### src/shared/dacr_defs.svh
// Register offsets, field positions, reset values and codes of the converter control block.
// Assumes inclusion by bare name from files that also import dacr_pkg.
`ifndef DACR_DEFS_SVH
`define DACR_DEFS_SVH
// ****************************************************************
// Register offsets
// ****************************************************************
`define DACR_OFS_CONFIG 4'h2
`define DACR_OFS_CHAN 4'h3
`define DACR_OFS_RANGE_A 4'h4
`define DACR_OFS_RANGE_B 4'h5
`define DACR_OFS_DIAG 4'h6
`define DACR_OFS_STATUS 4'h7
`define DACR_OFS_OVR_A 4'h8
`define DACR_OFS_OVR_B 4'h9
`define DACR_OFS_OVR_A_COPY 4'hA
`define DACR_OFS_OVR_B_COPY 4'hB
// ****************************************************************
// Field positions and reset values
// ****************************************************************
`define DACR_CFG_OS_LSB 0
`define DACR_CFG_LPF_LSB 3
`define DACR_CFG_SEQ_BIT 5
`define DACR_CFG_BURST_BIT 6
`define DACR_CHAN_A_LSB 0
`define DACR_CHAN_B_LSB 4
`define DACR_CHAN_LAST_LSB 8
`define DACR_CFG_RST 16'h0000
`define DACR_CHAN_RST 16'h0000
`define DACR_RANGE_RST 16'hFFFF
`define DACR_OVR_RST 8'h00
// ****************************************************************
// Codes and timing
// ****************************************************************
`define DACR_STRAP_SW 2'h0
`define DACR_RANGE_10V 2'h3
`define DACR_LPF_OPT1 2'h0
`define DACR_LPF_RSVD 2'h3
`define DACR_DIAG_CODE 4'h8
`define DACR_SYNC_SETTLE 2'h2
`endif

### src/shared/dacr_pkg.sv
// Types shared by the converter control block and its bench.
// Assumes no other package.
package dacr_pkg;
  typedef enum logic [2:0] {
    DACR_IDLE,
    DACR_LOAD,
    DACR_SAMPLE,
    DACR_WAIT,
    DACR_DONE
  } dacr_state_t;

  typedef struct packed {
    logic [3:0] chan;
    logic diag_src;
    logic [1:0] range;
    logic overrange;
  } dacr_conv_sel_t;
endpackage

### src/design/dacr_ctrl.sv
// Control logic of a dual simultaneous-sampling converter: range, filter, channel pair and averaging.
// Assumes register accesses come from same-clock logic and strap pins and start pin are asynchronous.
`timescale 1ns/1ps
`default_nettype none
`include "dacr_defs.svh"

// What this block does
// - Two converters, eight channels each, sampled as simultaneous A/B pairs.
// - Range straps: 00 registers, 01 2.5 V, 10 5 V, 11 10 V.
// - Hardware mode applies strapped range to all channels from the next conversion.
// - Software mode configures range per channel.
// - Overrange bits set in both a register and its copy widen that channel's range by 20 percent, software mode only.
// - Filter codes 00, 01, 10 give options 1 to 3, software mode only.
// - Hardware mode pairs A channel n with B channel n.
// - Software mode pairs any A channel with any B channel.
// - Diagnostic channels reachable only in software mode.
// - Each selector picks among eight channels and one diagnostic selector output.
// - Hardware mode takes the first pair from pick pins at reset release.
// - Hardware mode samples pick pins during each conversion for the next pair.
// - Software mode takes the pair from a register.
// - Sequencer and burst stepping available in both modes.
// - Averaging ratio from pins in hardware mode, bits in software mode.
// - First sample on start edge, later samples on internal strobe.
// - Samples are averaged and decimated to one 16-bit result.
// - In burst, all samples of a pair finish before moving on.
// - Output rate falls in proportion to the averaging ratio.
// - Ratio code 000 is none, 001 to 111 are 2 to 128.
// - Range straps choose the mode; software mode uses registers.
// - Results are two's complement for every range.
module dacr_ctrl
  import dacr_pkg::*;
#(
  parameter int DATA_W = 16,
  parameter int CHANNELS = 8
) (
  // Clock and reset
  input wire logic clock,
  input wire logic rst,
  // Strap and control pins
  input wire logic [1:0] range_strap_pins,
  input wire logic [2:0] channel_pick_pins,
  input wire logic [2:0] oversampling_ratio_pins,
  input wire logic conversion_start,
  // Register port
  input wire logic reg_wr_en,
  input wire logic reg_rd_en,
  input wire logic [3:0] reg_addr,
  input wire logic [15:0] reg_wdata,
  output logic [15:0] reg_rdata,
  // Converter core
  input wire logic raw_valid,
  input wire logic [DATA_W-1:0] raw_a,
  input wire logic [DATA_W-1:0] raw_b,
  output logic sample_strobe,
  output dacr_conv_sel_t sel_a,
  output dacr_conv_sel_t sel_b,
  output logic [1:0] front_lowpass_option,
  // Results and status
  output logic busy,
  output logic hw_mode,
  output logic result_valid,
  output logic [DATA_W-1:0] result_a,
  output logic [DATA_W-1:0] result_b
);
  localparam int ACC_W = DATA_W + 7;
  if (DATA_W != 16 || CHANNELS != 8) begin : g_bad_param
    $error("dacr_ctrl supports only 16-bit data and eight channels per group");
  end
  // ****************************************************************
  // State
  // ****************************************************************
  logic [1:0] strap_s1_q, strap_s2_q, strap_s2_d;
  logic [2:0] pick_s1_q, pick_s2_q, osp_s1_q, osp_s2_q;
  logic start_s1_q, start_s2_q, start_s3_q;
  logic [1:0] init_cnt_q, init_cnt_d;
  logic init_done_q, init_done_d;
  logic [15:0] cfg_q, cfg_d, chan_q, chan_d, rng_a_q, rng_a_d, rng_b_q, rng_b_d;
  logic [1:0] diag_q, diag_d, lpf_q, lpf_d;
  logic [7:0] ovr_q [4], ovr_d [4];
  dacr_state_t state_q, state_d;
  logic [2:0] pair_q, pair_d, seq_idx_q, seq_idx_d, os_q, os_d;
  logic [7:0] cnt_q, cnt_d;
  logic signed [ACC_W-1:0] acc_a_q, acc_a_d, acc_b_q, acc_b_d;
  logic [15:0] rdata_q, rdata_d;
  logic sample_q, sample_d, busy_q, busy_d, hw_q, hw_d, valid_q, valid_d;
  dacr_conv_sel_t sel_a_q, sel_a_d, sel_b_q, sel_b_d;
  logic [DATA_W-1:0] res_a_q, res_a_d, res_b_q, res_b_d;
  logic hw, start_edge, seq_en, burst_en;
  logic [2:0] os_code, seq_last;
  logic [7:0] cnt_next, target;
  // Builds the selector word for one converter; group 0 is A, group 1 is B.
  function automatic dacr_conv_sel_t pick_sel(input logic [3:0] code, input logic grp,
                                              input logic hwm);
    dacr_conv_sel_t s;
    logic [2:0] c;
    s = '0;
    c = code[2:0];
    if (code >= `DACR_DIAG_CODE && !hwm) begin
      s.chan = `DACR_DIAG_CODE;
      s.diag_src = diag_q[grp];
      s.range = `DACR_RANGE_10V;
    end else begin
      s.chan = {1'b0, c};
      if (hwm) begin
        s.range = strap_s2_q;
      end else begin
        s.range = grp ? rng_b_q[{c, 1'b0} +: 2] : rng_a_q[{c, 1'b0} +: 2];
        s.overrange = grp ? (ovr_q[1][c] & ovr_q[3][c]) : (ovr_q[0][c] & ovr_q[2][c]);
      end
    end
    return s;
  endfunction
  // ****************************************************************
  // Next-state logic
  // ****************************************************************
  always_comb begin
    hw = strap_s2_q != `DACR_STRAP_SW;
    start_edge = start_s2_q && !start_s3_q;
    seq_en = cfg_q[`DACR_CFG_SEQ_BIT];
    burst_en = cfg_q[`DACR_CFG_BURST_BIT];
    seq_last = chan_q[`DACR_CHAN_LAST_LSB +: 3];
    os_code = hw ? osp_s2_q : cfg_q[`DACR_CFG_OS_LSB +: 3];
    cnt_next = cnt_q + 8'h01;
    target = 8'h01 << os_q;
    strap_s2_d = strap_s1_q;
    init_cnt_d = init_cnt_q;
    init_done_d = init_done_q;
    cfg_d = cfg_q;
    chan_d = chan_q;
    rng_a_d = rng_a_q;
    rng_b_d = rng_b_q;
    diag_d = diag_q;
    ovr_d = ovr_q;
    state_d = state_q;
    pair_d = pair_q;
    seq_idx_d = seq_idx_q;
    os_d = os_q;
    cnt_d = cnt_q;
    acc_a_d = acc_a_q;
    acc_b_d = acc_b_q;
    rdata_d = rdata_q;
    sample_d = 1'b0;
    busy_d = busy_q;
    hw_d = hw;
    valid_d = 1'b0;
    sel_a_d = sel_a_q;
    sel_b_d = sel_b_q;
    lpf_d = hw ? `DACR_LPF_OPT1 : cfg_q[`DACR_CFG_LPF_LSB +: 2];
    res_a_d = res_a_q;
    res_b_d = res_b_q;
    // Initial pair is caught once the pick pins have passed the synchroniser.
    if (!init_done_q) begin
      if (init_cnt_q == `DACR_SYNC_SETTLE) begin
        pair_d = pick_s2_q;
        init_done_d = 1'b1;
      end else begin
        init_cnt_d = init_cnt_q + 2'h1;
      end
    end
    if (reg_wr_en) begin
      unique case (reg_addr)
        `DACR_OFS_CONFIG: begin
          cfg_d = reg_wdata;
          if (reg_wdata[`DACR_CFG_LPF_LSB +: 2] == `DACR_LPF_RSVD) begin
            cfg_d[`DACR_CFG_LPF_LSB +: 2] = cfg_q[`DACR_CFG_LPF_LSB +: 2];
          end
        end
        `DACR_OFS_CHAN: chan_d = reg_wdata;
        `DACR_OFS_RANGE_A: rng_a_d = reg_wdata;
        `DACR_OFS_RANGE_B: rng_b_d = reg_wdata;
        `DACR_OFS_DIAG: diag_d = reg_wdata[1:0];
        `DACR_OFS_OVR_A, `DACR_OFS_OVR_B, `DACR_OFS_OVR_A_COPY, `DACR_OFS_OVR_B_COPY: begin
          ovr_d[reg_addr[1:0]] = reg_wdata[7:0];
        end
        default: ;
      endcase
    end
    if (reg_rd_en) begin
      unique case (reg_addr)
        `DACR_OFS_CONFIG: rdata_d = cfg_q;
        `DACR_OFS_CHAN: rdata_d = chan_q;
        `DACR_OFS_RANGE_A: rdata_d = rng_a_q;
        `DACR_OFS_RANGE_B: rdata_d = rng_b_q;
        `DACR_OFS_DIAG: rdata_d = {14'h0000, diag_q};
        `DACR_OFS_STATUS: rdata_d = {8'h00, busy_q, hw, seq_idx_q, os_code};
        `DACR_OFS_OVR_A, `DACR_OFS_OVR_B, `DACR_OFS_OVR_A_COPY, `DACR_OFS_OVR_B_COPY: begin
          rdata_d = {8'h00, ovr_q[reg_addr[1:0]]};
        end
        default: rdata_d = 16'h0000;
      endcase
    end
    unique case (state_q)
      DACR_IDLE: begin
        if (start_edge && init_done_q) begin
          busy_d = 1'b1;
          os_d = os_code;
          state_d = DACR_LOAD;
        end
      end
      DACR_LOAD: begin
        if (seq_en) begin
          sel_a_d = pick_sel({1'b0, seq_idx_q}, 1'b0, hw);
          sel_b_d = pick_sel({1'b0, seq_idx_q}, 1'b1, hw);
        end else if (hw) begin
          sel_a_d = pick_sel({1'b0, pair_q}, 1'b0, 1'b1);
          sel_b_d = pick_sel({1'b0, pair_q}, 1'b1, 1'b1);
        end else begin
          sel_a_d = pick_sel(chan_q[`DACR_CHAN_A_LSB +: 4], 1'b0, 1'b0);
          sel_b_d = pick_sel(chan_q[`DACR_CHAN_B_LSB +: 4], 1'b1, 1'b0);
        end
        cnt_d = 8'h00;
        acc_a_d = '0;
        acc_b_d = '0;
        state_d = DACR_SAMPLE;
      end
      DACR_SAMPLE: begin
        sample_d = 1'b1;
        if (hw) begin
          pair_d = pick_s2_q;
        end
        state_d = DACR_WAIT;
      end
      DACR_WAIT: begin
        if (raw_valid) begin
          acc_a_d = acc_a_q + ACC_W'(signed'(raw_a));
          acc_b_d = acc_b_q + ACC_W'(signed'(raw_b));
          cnt_d = cnt_next;
          state_d = (cnt_next == target) ? DACR_DONE : DACR_SAMPLE;
        end
      end
      DACR_DONE: begin
        res_a_d = DATA_W'(acc_a_q >>> os_q);
        res_b_d = DATA_W'(acc_b_q >>> os_q);
        valid_d = 1'b1;
        state_d = DACR_IDLE;
        busy_d = 1'b0;
        if (seq_en) begin
          seq_idx_d = (seq_idx_q == seq_last) ? 3'h0 : seq_idx_q + 3'h1;
          if (burst_en && seq_idx_q != seq_last) begin
            busy_d = 1'b1;
            state_d = DACR_LOAD;
          end
        end
      end
      default: state_d = DACR_IDLE;
    endcase
  end
  // ****************************************************************
  // Registers
  // ****************************************************************
  always_ff @(posedge clock or posedge rst) begin
    if (rst) begin
      strap_s1_q <= '0;
      strap_s2_q <= '0;
      pick_s1_q <= '0;
      pick_s2_q <= '0;
      osp_s1_q <= '0;
      osp_s2_q <= '0;
      start_s1_q <= 1'b0;
      start_s2_q <= 1'b0;
      start_s3_q <= 1'b0;
      init_cnt_q <= '0;
      init_done_q <= 1'b0;
      cfg_q <= `DACR_CFG_RST;
      chan_q <= `DACR_CHAN_RST;
      rng_a_q <= `DACR_RANGE_RST;
      rng_b_q <= `DACR_RANGE_RST;
      diag_q <= '0;
      ovr_q <= '{default: `DACR_OVR_RST};
      state_q <= DACR_IDLE;
      pair_q <= '0;
      seq_idx_q <= '0;
      os_q <= '0;
      cnt_q <= '0;
      acc_a_q <= '0;
      acc_b_q <= '0;
      rdata_q <= '0;
      sample_q <= 1'b0;
      busy_q <= 1'b0;
      hw_q <= 1'b0;
      valid_q <= 1'b0;
      sel_a_q <= '0;
      sel_b_q <= '0;
      lpf_q <= '0;
      res_a_q <= '0;
      res_b_q <= '0;
    end else begin
      strap_s1_q <= range_strap_pins;
      strap_s2_q <= strap_s2_d;
      pick_s1_q <= channel_pick_pins;
      pick_s2_q <= pick_s1_q;
      osp_s1_q <= oversampling_ratio_pins;
      osp_s2_q <= osp_s1_q;
      start_s1_q <= conversion_start;
      start_s2_q <= start_s1_q;
      start_s3_q <= start_s2_q;
      init_cnt_q <= init_cnt_d;
      init_done_q <= init_done_d;
      cfg_q <= cfg_d;
      chan_q <= chan_d;
      rng_a_q <= rng_a_d;
      rng_b_q <= rng_b_d;
      diag_q <= diag_d;
      ovr_q <= ovr_d;
      state_q <= state_d;
      pair_q <= pair_d;
      seq_idx_q <= seq_idx_d;
      os_q <= os_d;
      cnt_q <= cnt_d;
      acc_a_q <= acc_a_d;
      acc_b_q <= acc_b_d;
      rdata_q <= rdata_d;
      sample_q <= sample_d;
      busy_q <= busy_d;
      hw_q <= hw_d;
      valid_q <= valid_d;
      sel_a_q <= sel_a_d;
      sel_b_q <= sel_b_d;
      lpf_q <= lpf_d;
      res_a_q <= res_a_d;
      res_b_q <= res_b_d;
    end
  end
  assign reg_rdata = rdata_q;
  assign sample_strobe = sample_q;
  assign sel_a = sel_a_q;
  assign sel_b = sel_b_q;
  assign front_lowpass_option = lpf_q;
  assign busy = busy_q;
  assign hw_mode = hw_q;
  assign result_valid = valid_q;
  assign result_a = res_a_q;
  assign result_b = res_b_q;
endmodule
`default_nettype wire

### config.mk
export PLATFORM = sky130hd
export DESIGN_NAME = dacr_ctrl
export DESIGN_NICKNAME = d
export VERILOG_FILES = /design/src/shared/dacr_pkg.sv /design/src/design/dacr_ctrl.sv
export VERILOG_INCLUDE_DIRS = /design/src /design/src/shared
export SDC_FILE = /design/constraint.sdc
export NUM_CORES = 1
export LEC_CHECK = 0
export ABC_AREA = 1
export BUFFER_PORTS_ARGS = -buffer_cell sky130_fd_sc_hd__buf_2
export CAP_MARGIN = 20
export CORE_UTILIZATION = 60
export DETAILED_ROUTE_END_ITERATION = 12
export PLACE_DENSITY = 0.91
export SLEW_MARGIN = 20
export SYNTH_ARGS = -nofsm -noshare
export SYNTH_HDL_FRONTEND = slang
export SYNTH_SLANG_ARGS = --single-unit
export TNS_END_PERCENT = 50
### constraint.sdc
create_clock -name clock -period 20.8 [get_ports clock]
set_input_delay 6.24 -clock clock [delete_from_list [all_inputs] [get_ports clock]]
set_output_delay 6.24 -clock clock [all_outputs]
set_load 0.01 [all_outputs]
==> results of run 1 <==
## final cells by class
type | instances | share of cell area
clock inverter | 15 | 0.0142
sequential | 256 | 0.368
inverter | 247 | 0.0541
multi-input combinational | 1627 | 0.454
clock buffer | 37 | 0.0454
tap | 330 | 0.0236
timing repair buffer | 140 | 0.0410
## synthesized netlist by cell type, drive strengths merged, types with 2 or more instances
cell type and instances:
a211oi 3, a21boi 3, a21oi 89, a22o 6, a2bb2oi 3, a31oi 16, and2 4, buf 58
clkbuf 20, clkinv 3, dfrtp 224, dfstp 32, fa 2, ha 47, inv 244, mux2 3
mux2i 3, nand2 738, nand3 177, nand3b 14, nand4 17, nor2 152, nor3 12, o2111ai 4
o211ai 22, o21a 5, o21ai 240, o21bai 2, o22a 4, o22ai 29, o31ai 4, or2 14
xnor2 6, xor2 4
## how the worst max path moves through the flow
stage	startpoint	endpoint	slack, ns	cells past startpoint
after floorplan	rst	acc_a_q[0]	7.57	1
after global placement	reg_addr[1]	rng_a_q[7]	12.47	4
after detailed placement	reg_addr[1]	rng_a_q[9]	12.27	4
after CTS	reg_addr[1]	rng_a_q[9]	12.82	4
after global routing	reg_addr[1]	rng_a_q[14]	12.66	4
final	reg_addr[1]	rng_a_q[9]	12.78	4
## flip-flops by register name, indices dropped and copies added (netlist names), 8 cells and up
signal / flops
acc_a_q: 23
acc_b_q: 23
cfg_q: 16
chan_q: 16
cnt_q: 8
ovr_q: 32
reg_rdata: 16
result_a: 16
result_b: 16
rng_a_q: 16
rng_b_q: 16
sel_a: 8
sel_b: 8
## metrics by stage
stage	util	cells	cell area [µm²]
after floorplan	-	2208	15700
after global placement	0.646	2600	16500
after detailed placement	0.646	2600	16500
after CTS	0.687	2652	17500
after global routing	0.687	2652	17500
final	0.687	2652	17500
## routing by layer
layer | vias up | track usage | share of wire
li1 | 7396 | - | -
met5 | - | 0 | 0
met1 | 7513 | 0.501 | 0.40
met4 | 0 | 0.167 | 0.047
met3 | 177 | 0.0775 | 0.11
met2 | 1065 | 0.597 | 0.45
## critical path, cell delays in order
cell     delay [ns]
buf_2          0.15
nor2_2         0.62
nand3_1        0.91
o21ai_0        0.52
## logic make-up (layout without fill, tap and decap cells)
family / count (synthesis) / in the layout / synth area share
compound gates: 433 / 433 / 0.153
xor+xnor: 10 / 10 / 0.00556
fa+ha+maj: 49 / 49 / 0.0399
buf+inv: 325 / 439 / 0.0860
flops: 256 / 256 / 0.410
mux: 6 / 6 / 0.00405
simple gates: 1129 / 1129 / 0.301
## power groups by stage
stage,Clock [mW],Sequential (mW),Combinational [mW]
finish,0.561,0.799,1.00
detailed placement,0,0.795,0.964
global placement,0,0.791,0.931
CTS,0.561,0.790,0.977
global route,0.580,0.808,1.11
floorplan,0,0.750,0.714
## cell usage in the layout, fill, tap and decap left out, types with 5 or more instances in the layout
cell         n
a21oi_1     89
a22o_1       6
a31oi_1     16
buf_2      135
bufinv_16    6
clkbuf_16   28
clkbuf_8     6
dfrtp_1    224
dfstp_2     32
ha_1        47
inv_1      231
inv_2        8
nand2_1    728
nand2_4      6
nand3_1    176
nand3b_1    14
nand4_1     17
nor2_1     142
nor2_4       6
nor3_1      12
o211ai_1    22
o21a_1       5
o21ai_0    217
o21ai_1     17
o21ai_2      6
o22ai_1     29
or2_2       11
xnor2_1      6
==> results.cfg, run 1 <==
[sta]
fin_setup_tns_ns = 0
layout_setup_ws_ns = 12.78
max_slew_margin = 0.297
finalHoldViolCount = 0
worst_pin_slew_ns = 1.05
rsz0062_at_grt = false
whs_ns = 0.345
drv_slew = 0
period_needed_ns = 8.02
fmax_ghz = 0.125
clock_skew_ns = 0.0319
finalSetupViolations = 0
period_share = 0.386

[outcome]
status = completed

[clock_network]
cts_tree = done
cts_resized = 0
clkSlewWorstSetupHoldPaths_ns = 0.06
cts_hold_buf = 0
cts-htree-levels = 1
post-cts-setup-buffers = 0
cts_sinks = 256
cts.path.max_buffers = 3
cts-root-buf = clkbuf_16
insertion_delay_ns = 0.57
cts_inserted_buffers = 28

[worst_setup_path]
reg2reg_to = state_q[1]
critPathKind = input pin to register
r2r_slack_ns = 17.87
path_max_fanout = 32
cp_data_required_time_ns = 21.23
reg2reg_depth = 11
reg2reg_from = os_q[2]
crit_arrival_ns = 8.45
crit_path_end_kind = register
start_kind = input pin

[pwr]
power-per-cell-area_nw_per_um2 = 135
pwr-share-clk = 0.238
leakagePower_nw = 8.92
p_sw_mw = 1.04
fin_total_pwr_mw = 2.36
ir_drop_v = 0.0000888
power.internal_mw = 1.32
p_seq_frac = 0.338
combPwrFrac = 0.424
swShare = 0.442

[die]
ioPinCount = 136
dieArea_um2 = 26900
die_y_um = 164
start_util = 0.618
rows = 58
die_w_um = 164
core_area_um2 = 25500

[yosys]
synth-async-reset-ratio = 1.00
synthesis.area_um2 = 15700
synth_warnings = 0
yosys_most_used_dff = dfrtp_1
synth_top_area_frac = 0.356
synthesis.nets = 2323
synth-edff-count = 0
synth-seq-cells = 256
syn_inst = 2208
synth.distinct_cells = 56
synth.avg_cell_area_um2 = 7.13
synth_top_cell_by_area = dfrtp_1
ys_top_cells_by_area = dfrtp_1 36%, nand2_1 17%, o21ai_0 6.9%
synth_seq_area_share = 0.410

[routing]
drt-vias-per-instance = 6.09
drt_pre_antenna_iters = 6
dr_total_vias = 16200
first_iter_violations = 1994
drt-wirelength-per-cell_um = 18.9
drcViolationCount = 0
routed_wl_um = 50200
ant_nets = 0

[placement]
io_buffers = 135
place_ws_ns = 12.27
dp_hpwl_um = 35800
gp_congestion = 1.01

[cells_and_area]
drive_gt1_frac = 0.118
diodes = 0
ff_latch_area_um2 = 6450
fin_nets = 2415
area_growth_pct = 11.2
multi_input_comb_area_um2 = 7940
nFillCells = 2107

[hold_path]
hold_depth = 0
hold_end = pick_s2_q[1]
hold_start = pick_s1_q[1]
hold_path.class = register to register

[grt]
antenna_found_initial = 0
grt_first_pass_wirelength_um = 78900
grt_overflow = 0
grt_pass1_vias = 15100
grtUsageTotal = 0.377
grt_max_degree = 103

[job]
drv_cap = 0
Note: power is estimated with default switching activity, not from simulation.
==> run 2, diff against run 1 <==
--- a/config.mk
+++ b/config.mk
@@ -9,9 +9,9 @@
 export ABC_AREA = 1
 export BUFFER_PORTS_ARGS = -buffer_cell sky130_fd_sc_hd__buf_2
 export CAP_MARGIN = 20
-export CORE_UTILIZATION = 60
+export CORE_UTILIZATION = 55
 export DETAILED_ROUTE_END_ITERATION = 12
-export PLACE_DENSITY = 0.91
+export PLACE_DENSITY = 0.88
 export SLEW_MARGIN = 20
 export SYNTH_ARGS = -nofsm -noshare
 export SYNTH_HDL_FRONTEND = slang
==> constraint.sdc (replaced) <==
create_clock -name clock -period 6.7 [get_ports clock]
set_input_delay 2.01 -clock clock [delete_from_list [all_inputs] [get_ports clock]]
set_output_delay 2.01 -clock clock [all_outputs]
set_load 0.01 [all_outputs]
==> results.cfg, run 2 (same netlist as run 1, synthesis figures left out) <==
[outcome]
status = completed

[sta]
max_slew_margin = 0.296
finalHoldViolCount = 0
period_needed_ns = 3.58
rsz0062_at_grt = false
drv_slew = 0
clock_skew_ns = 0.0146
whs_ns = 0.348
period_share = 0.534
finalSetupViolations = 0
worst_pin_slew_ns = 1.06
fmax_ghz = 0.279
fin_setup_tns_ns = 0

[worst_setup_path]
critPathKind = input pin to register
start_kind = input pin
cp_data_required_time_ns = 7.15
crit_path_end_kind = register
reg2reg_from = os_q[2]
crit_path_start = reg_addr[2]
reg2reg_depth = 11
r2r_slack_ns = 3.75
crit_end = rng_b_q[9]
path_max_fanout = 32
reg2reg_to = state_q[1]
crit_arrival_ns = 4.03

[grt]
grt_busiest_layer = met2
grt_overflow = 0
grtUsageTotal = 0.341
grt_first_pass_wirelength_um = 77700
grt_max_degree = 178
grt_pass1_vias = 14600
grt_use_met1 = 0.487
met3_usage = 0.0467
use_met2 = 0.526
antenna_found_initial = 1

[die]
die_w_um = 171
core_area_um2 = 27900
dieArea_um2 = 29300
die_y_um = 171
ioPinCount = 136
start_util = 0.564
rows = 61

[hold_path]
hold_path.class = register to register

[cells_and_area]
mostFrequentLayoutCell = nand2_1
fin_nets = 2417
largest_reg_flops = 32
multi_input_comb_area_um2 = 7950
diodes = 0
nFillCells = 2497
drive_gt1_frac = 0.119
final_cells = 2702
ff_latch_area_um2 = 6450
largest_register = ovr_q
area_growth_pct = 11.1
final_cell_mix = 728 x nand2_1, 231 x inv_1, 224 x dfrtp_1, 217 x o21ai_0, 175 x nand3_1
reg_top3 = ovr_q: 32 flops, acc_a_q: 23 flops, acc_b_q: 23 flops

[clock_network]
cts-root-buf = clkbuf_16
insertion_delay_ns = 0.55
cts_tree = done
cts-htree-levels = 1
cts_resized = 0
cts_hold_buf = 0
cts.path.max_buffers = 3
cts_inserted_buffers = 29
post-cts-setup-buffers = 0
clkSlewWorstSetupHoldPaths_ns = 0.06
cts_sinks = 256

[routing]
ant_nets = 0
drt-vias-per-instance = 5.94
first_iter_violations = 1962
routed_wl_um = 49600
drcViolationCount = 0
drt-wirelength-per-cell_um = 18.3
dr_total_vias = 16000
drt_pre_antenna_iters = 7

[placement]
dp_hpwl_um = 35400
place_inst = 2649
io_buffers = 135
gp_congestion = 0.994

[pwr]
power-per-cell-area_nw_per_um2 = 409
fin_total_pwr_mw = 7.16
ir_drop_v = 0.000232
leakagePower_nw = 8.88

[job]
drv_cap = 0
==> run 2: report_power, final <==
group | total (mW) | internal (mW) | switching, mW
registers | 2.48 | 2.00 | 0.487
clock network | 1.59 | 0.926 | 0.668
logic | 3.08 | 1.03 | 2.05
==> run 2: layer usage <==
layer,vias to the layer above,wire [µm]
met2,1003,21400
met3,161,5330
met5,-,13
li1,7408,-
met4,2,2040
met1,7465,20800
==> run 2: metrics by stage <==
step / utilization / setup WS, ns / cell area [µm²]
floorplan: - / 1.34 / 15700
global placement: 0.592 / 2.53 / 16500
detailed placement: 0.592 / 2.41 / 16500
CTS: 0.626 / 2.97 / 17500
global route: 0.626 / 3.01 / 17500
finish: 0.626 / 3.12 / 17500
==> run 2: cell type report <==
class,instances,share of cell area
Inverter,247,0.0539
Tap cell,378,0.0270
Clock buffer,39,0.0465
Clock inverter,14,0.00751
Multi-Input combinational cell,1627,0.454
Timing Repair Buffer,141,0.0419
Sequential cell,256,0.369
==> run 2: worst min-delay path by stage <==
stage                        from             to  slack [ns]  cells after the start
detailed placement  strap_s1_q[1]  strap_s2_q[1]        0.34                      0
CTS                 strap_s1_q[1]  strap_s2_q[1]        0.35                      0
global route         pick_s1_q[2]   pick_s2_q[2]        0.36                      0
global placement       start_s1_q     start_s2_q        0.33                      0
finish              strap_s1_q[1]  strap_s2_q[1]        0.35                      0
floorplan             osp_s1_q[0]    osp_s2_q[0]        0.33                      0
==> run 2: worst max-delay path, cell delays in order <==
cell	delay (ns)
buf_2	0.12
inv_1	0.05
nor2_2	0.49
nand2_1	0.28
inv_2	0.34
nand2_2	0.40
o21ai_0	0.32
==> run 3, diff against run 2 <==
==> constraint.sdc (replaced) <==
create_clock -name clock -period 3.12 [get_ports clock]
set_input_delay 0.936 -clock clock [delete_from_list [all_inputs] [get_ports clock]]
set_output_delay 0.936 -clock clock [all_outputs]
set_load 0.01 [all_outputs]
==> results.cfg, run 3 (same netlist as run 1, synthesis figures left out) <==
[outcome]
status = completed

[worst_setup_path]
reg2reg_from = chan_q[4]
crit_arrival_ns = 2.83
path_max_fanout = 18
crit_buf_inv = 1
r2r_slack_ns = 0.76
critPathMaxStageDelay_ns = 0.78
slowest_stage = dfrtp_1
reg2reg_depth = 7
reg2reg_to = sel_b[0]
cpLargestDelayFamily = flip-flops
crit_chain = clkinv_1 > nand3_1 > a21oi_1 > o211ai_1 > nand3_1 > nand2_1 > nand2_1
cp_data_required_time_ns = 3.59
start_kind = register
crit_path_end_kind = register
critPathKind = register to register

[cells_and_area]
largest_register = ovr_q
reg_top3 = ovr_q: 32 flops, acc_a_q: 23 flops, acc_b_q: 23 flops
final_cell_area_um2 = 17700
ff_latch_area_um2 = 6450
final_cell_mix = 728 x nand2_1, 231 x inv_1, 224 x dfrtp_1, 217 x o21ai_0, 176 x nand3_1
utilization = 0.635
mostFrequentLayoutCell = nand2_1
fin_nets = 2434
largest_reg_flops = 32
nFillCells = 2459
diodes = 0
area_growth_pct = 12.7
drive_gt1_frac = 0.125
multi_input_comb_area_um2 = 7940

[routing]
ant_nets = 0
drt-vias-per-instance = 5.88
first_iter_violations = 1897
drcViolationCount = 0
drt_pre_antenna_iters = 7
dr_total_vias = 16000
routed_wl_um = 50700
drt-wirelength-per-cell_um = 18.6

[sta]
finalSetupViolations = 0
clock_skew_ns = 0.0388
layout_setup_ws_ns = 0.755
period_needed_ns = 2.36
drv_slew = 0
finalHoldViolCount = 0
fmax_ghz = 0.423
max_slew_margin = 0.434
period_share = 0.758
worst_pin_slew_ns = 0.848
rsz0062_at_grt = false
fin_setup_tns_ns = 0

[clock_network]
clkSlewWorstSetupHoldPaths_ns = 0.07
cts_resized = 0
cts_inserted_buffers = 28
cts_hold_buf = 0
cts_sinks = 256
post-cts-setup-buffers = 0
cts_tree = done
insertion_delay_ns = 0.58
cts-htree-levels = 1
cts.path.max_buffers = 3
cts-root-buf = clkbuf_16

[hold_path]
hold_depth = 0
hold_path.class = register to register
hold_start = pick_s1_q[2]
hold_end = pick_s2_q[2]

[die]
start_util = 0.564
rows = 61
die_y_um = 171
die_w_um = 171
core_area_um2 = 27900
ioPinCount = 136
dieArea_um2 = 29300

[grt]
grt_max_degree = 93
grt_use_met1 = 0.480
met3_usage = 0.0706
use_met2 = 0.540
antenna_found_initial = 1
grt_first_pass_wirelength_um = 79400
grt_overflow = 0
grt_pass1_vias = 14900
grtUsageTotal = 0.349
grt_busiest_layer = met2

[pwr]
ir_drop_v = 0.000579
power-per-cell-area_nw_per_um2 = 894
leakagePower_nw = 9.01

[placement]
placed_area_um2 = 16700
io_buffers = 135
dp_hpwl_um = 36400
place_ws_ns = 0.310
gp_congestion = 1.02

[job]
drv_cap = 0
[run 3: how the worst max path moves through the flow]
stage	endpoint	from	cells past startpoint	slack, ns
floorplan	acc_a_q[0]	rst	1	-1.16
global placement	acc_b_q[12]	raw_b[0]	10	0.36
detailed placement	acc_b_q[12]	raw_b[0]	10	0.31
CTS	sel_b[0]	chan_q[4]	7	0.82
global route	acc_b_q[12]	raw_b[0]	10	0.64
finish	sel_b[0]	chan_q[4]	7	0.76
[run 3: layout make-up]
cell class	instances	area share
multi-input combinational	1627	0.448
sequential	256	0.363
inverter	247	0.0532
timing repair buffer	159	0.0497
clock buffer	34	0.0419
tap	378	0.0267
clock inverter	18	0.0176
[run 3: power breakdown]
| group | internal [mW] | total, mW | switching, mW |
|---|---|---|---|
| combinational | 2.27 | 6.77 | 4.49 |
| clock | 2.30 | 3.78 | 1.48 |
| sequential | 4.29 | 5.31 | 1.03 |
[run 3: layer usage]
metal	vias to the layer above	part of all wire
met5	-	0
met4	0	0.041
met3	169	0.11
met2	920	0.44
met1	7453	0.41
li1	7437	-
[run 3: per-stage QoR]
stage,hold slack [ns],std cells,total power [mW]
floorplan,0.331,2208,9.76
global placement,0.333,2667,11.6
detailed placement,0.335,2667,11.8
CTS,0.351,2719,15.7
global route,0.364,2719,16.8
finish,0.347,2719,15.9
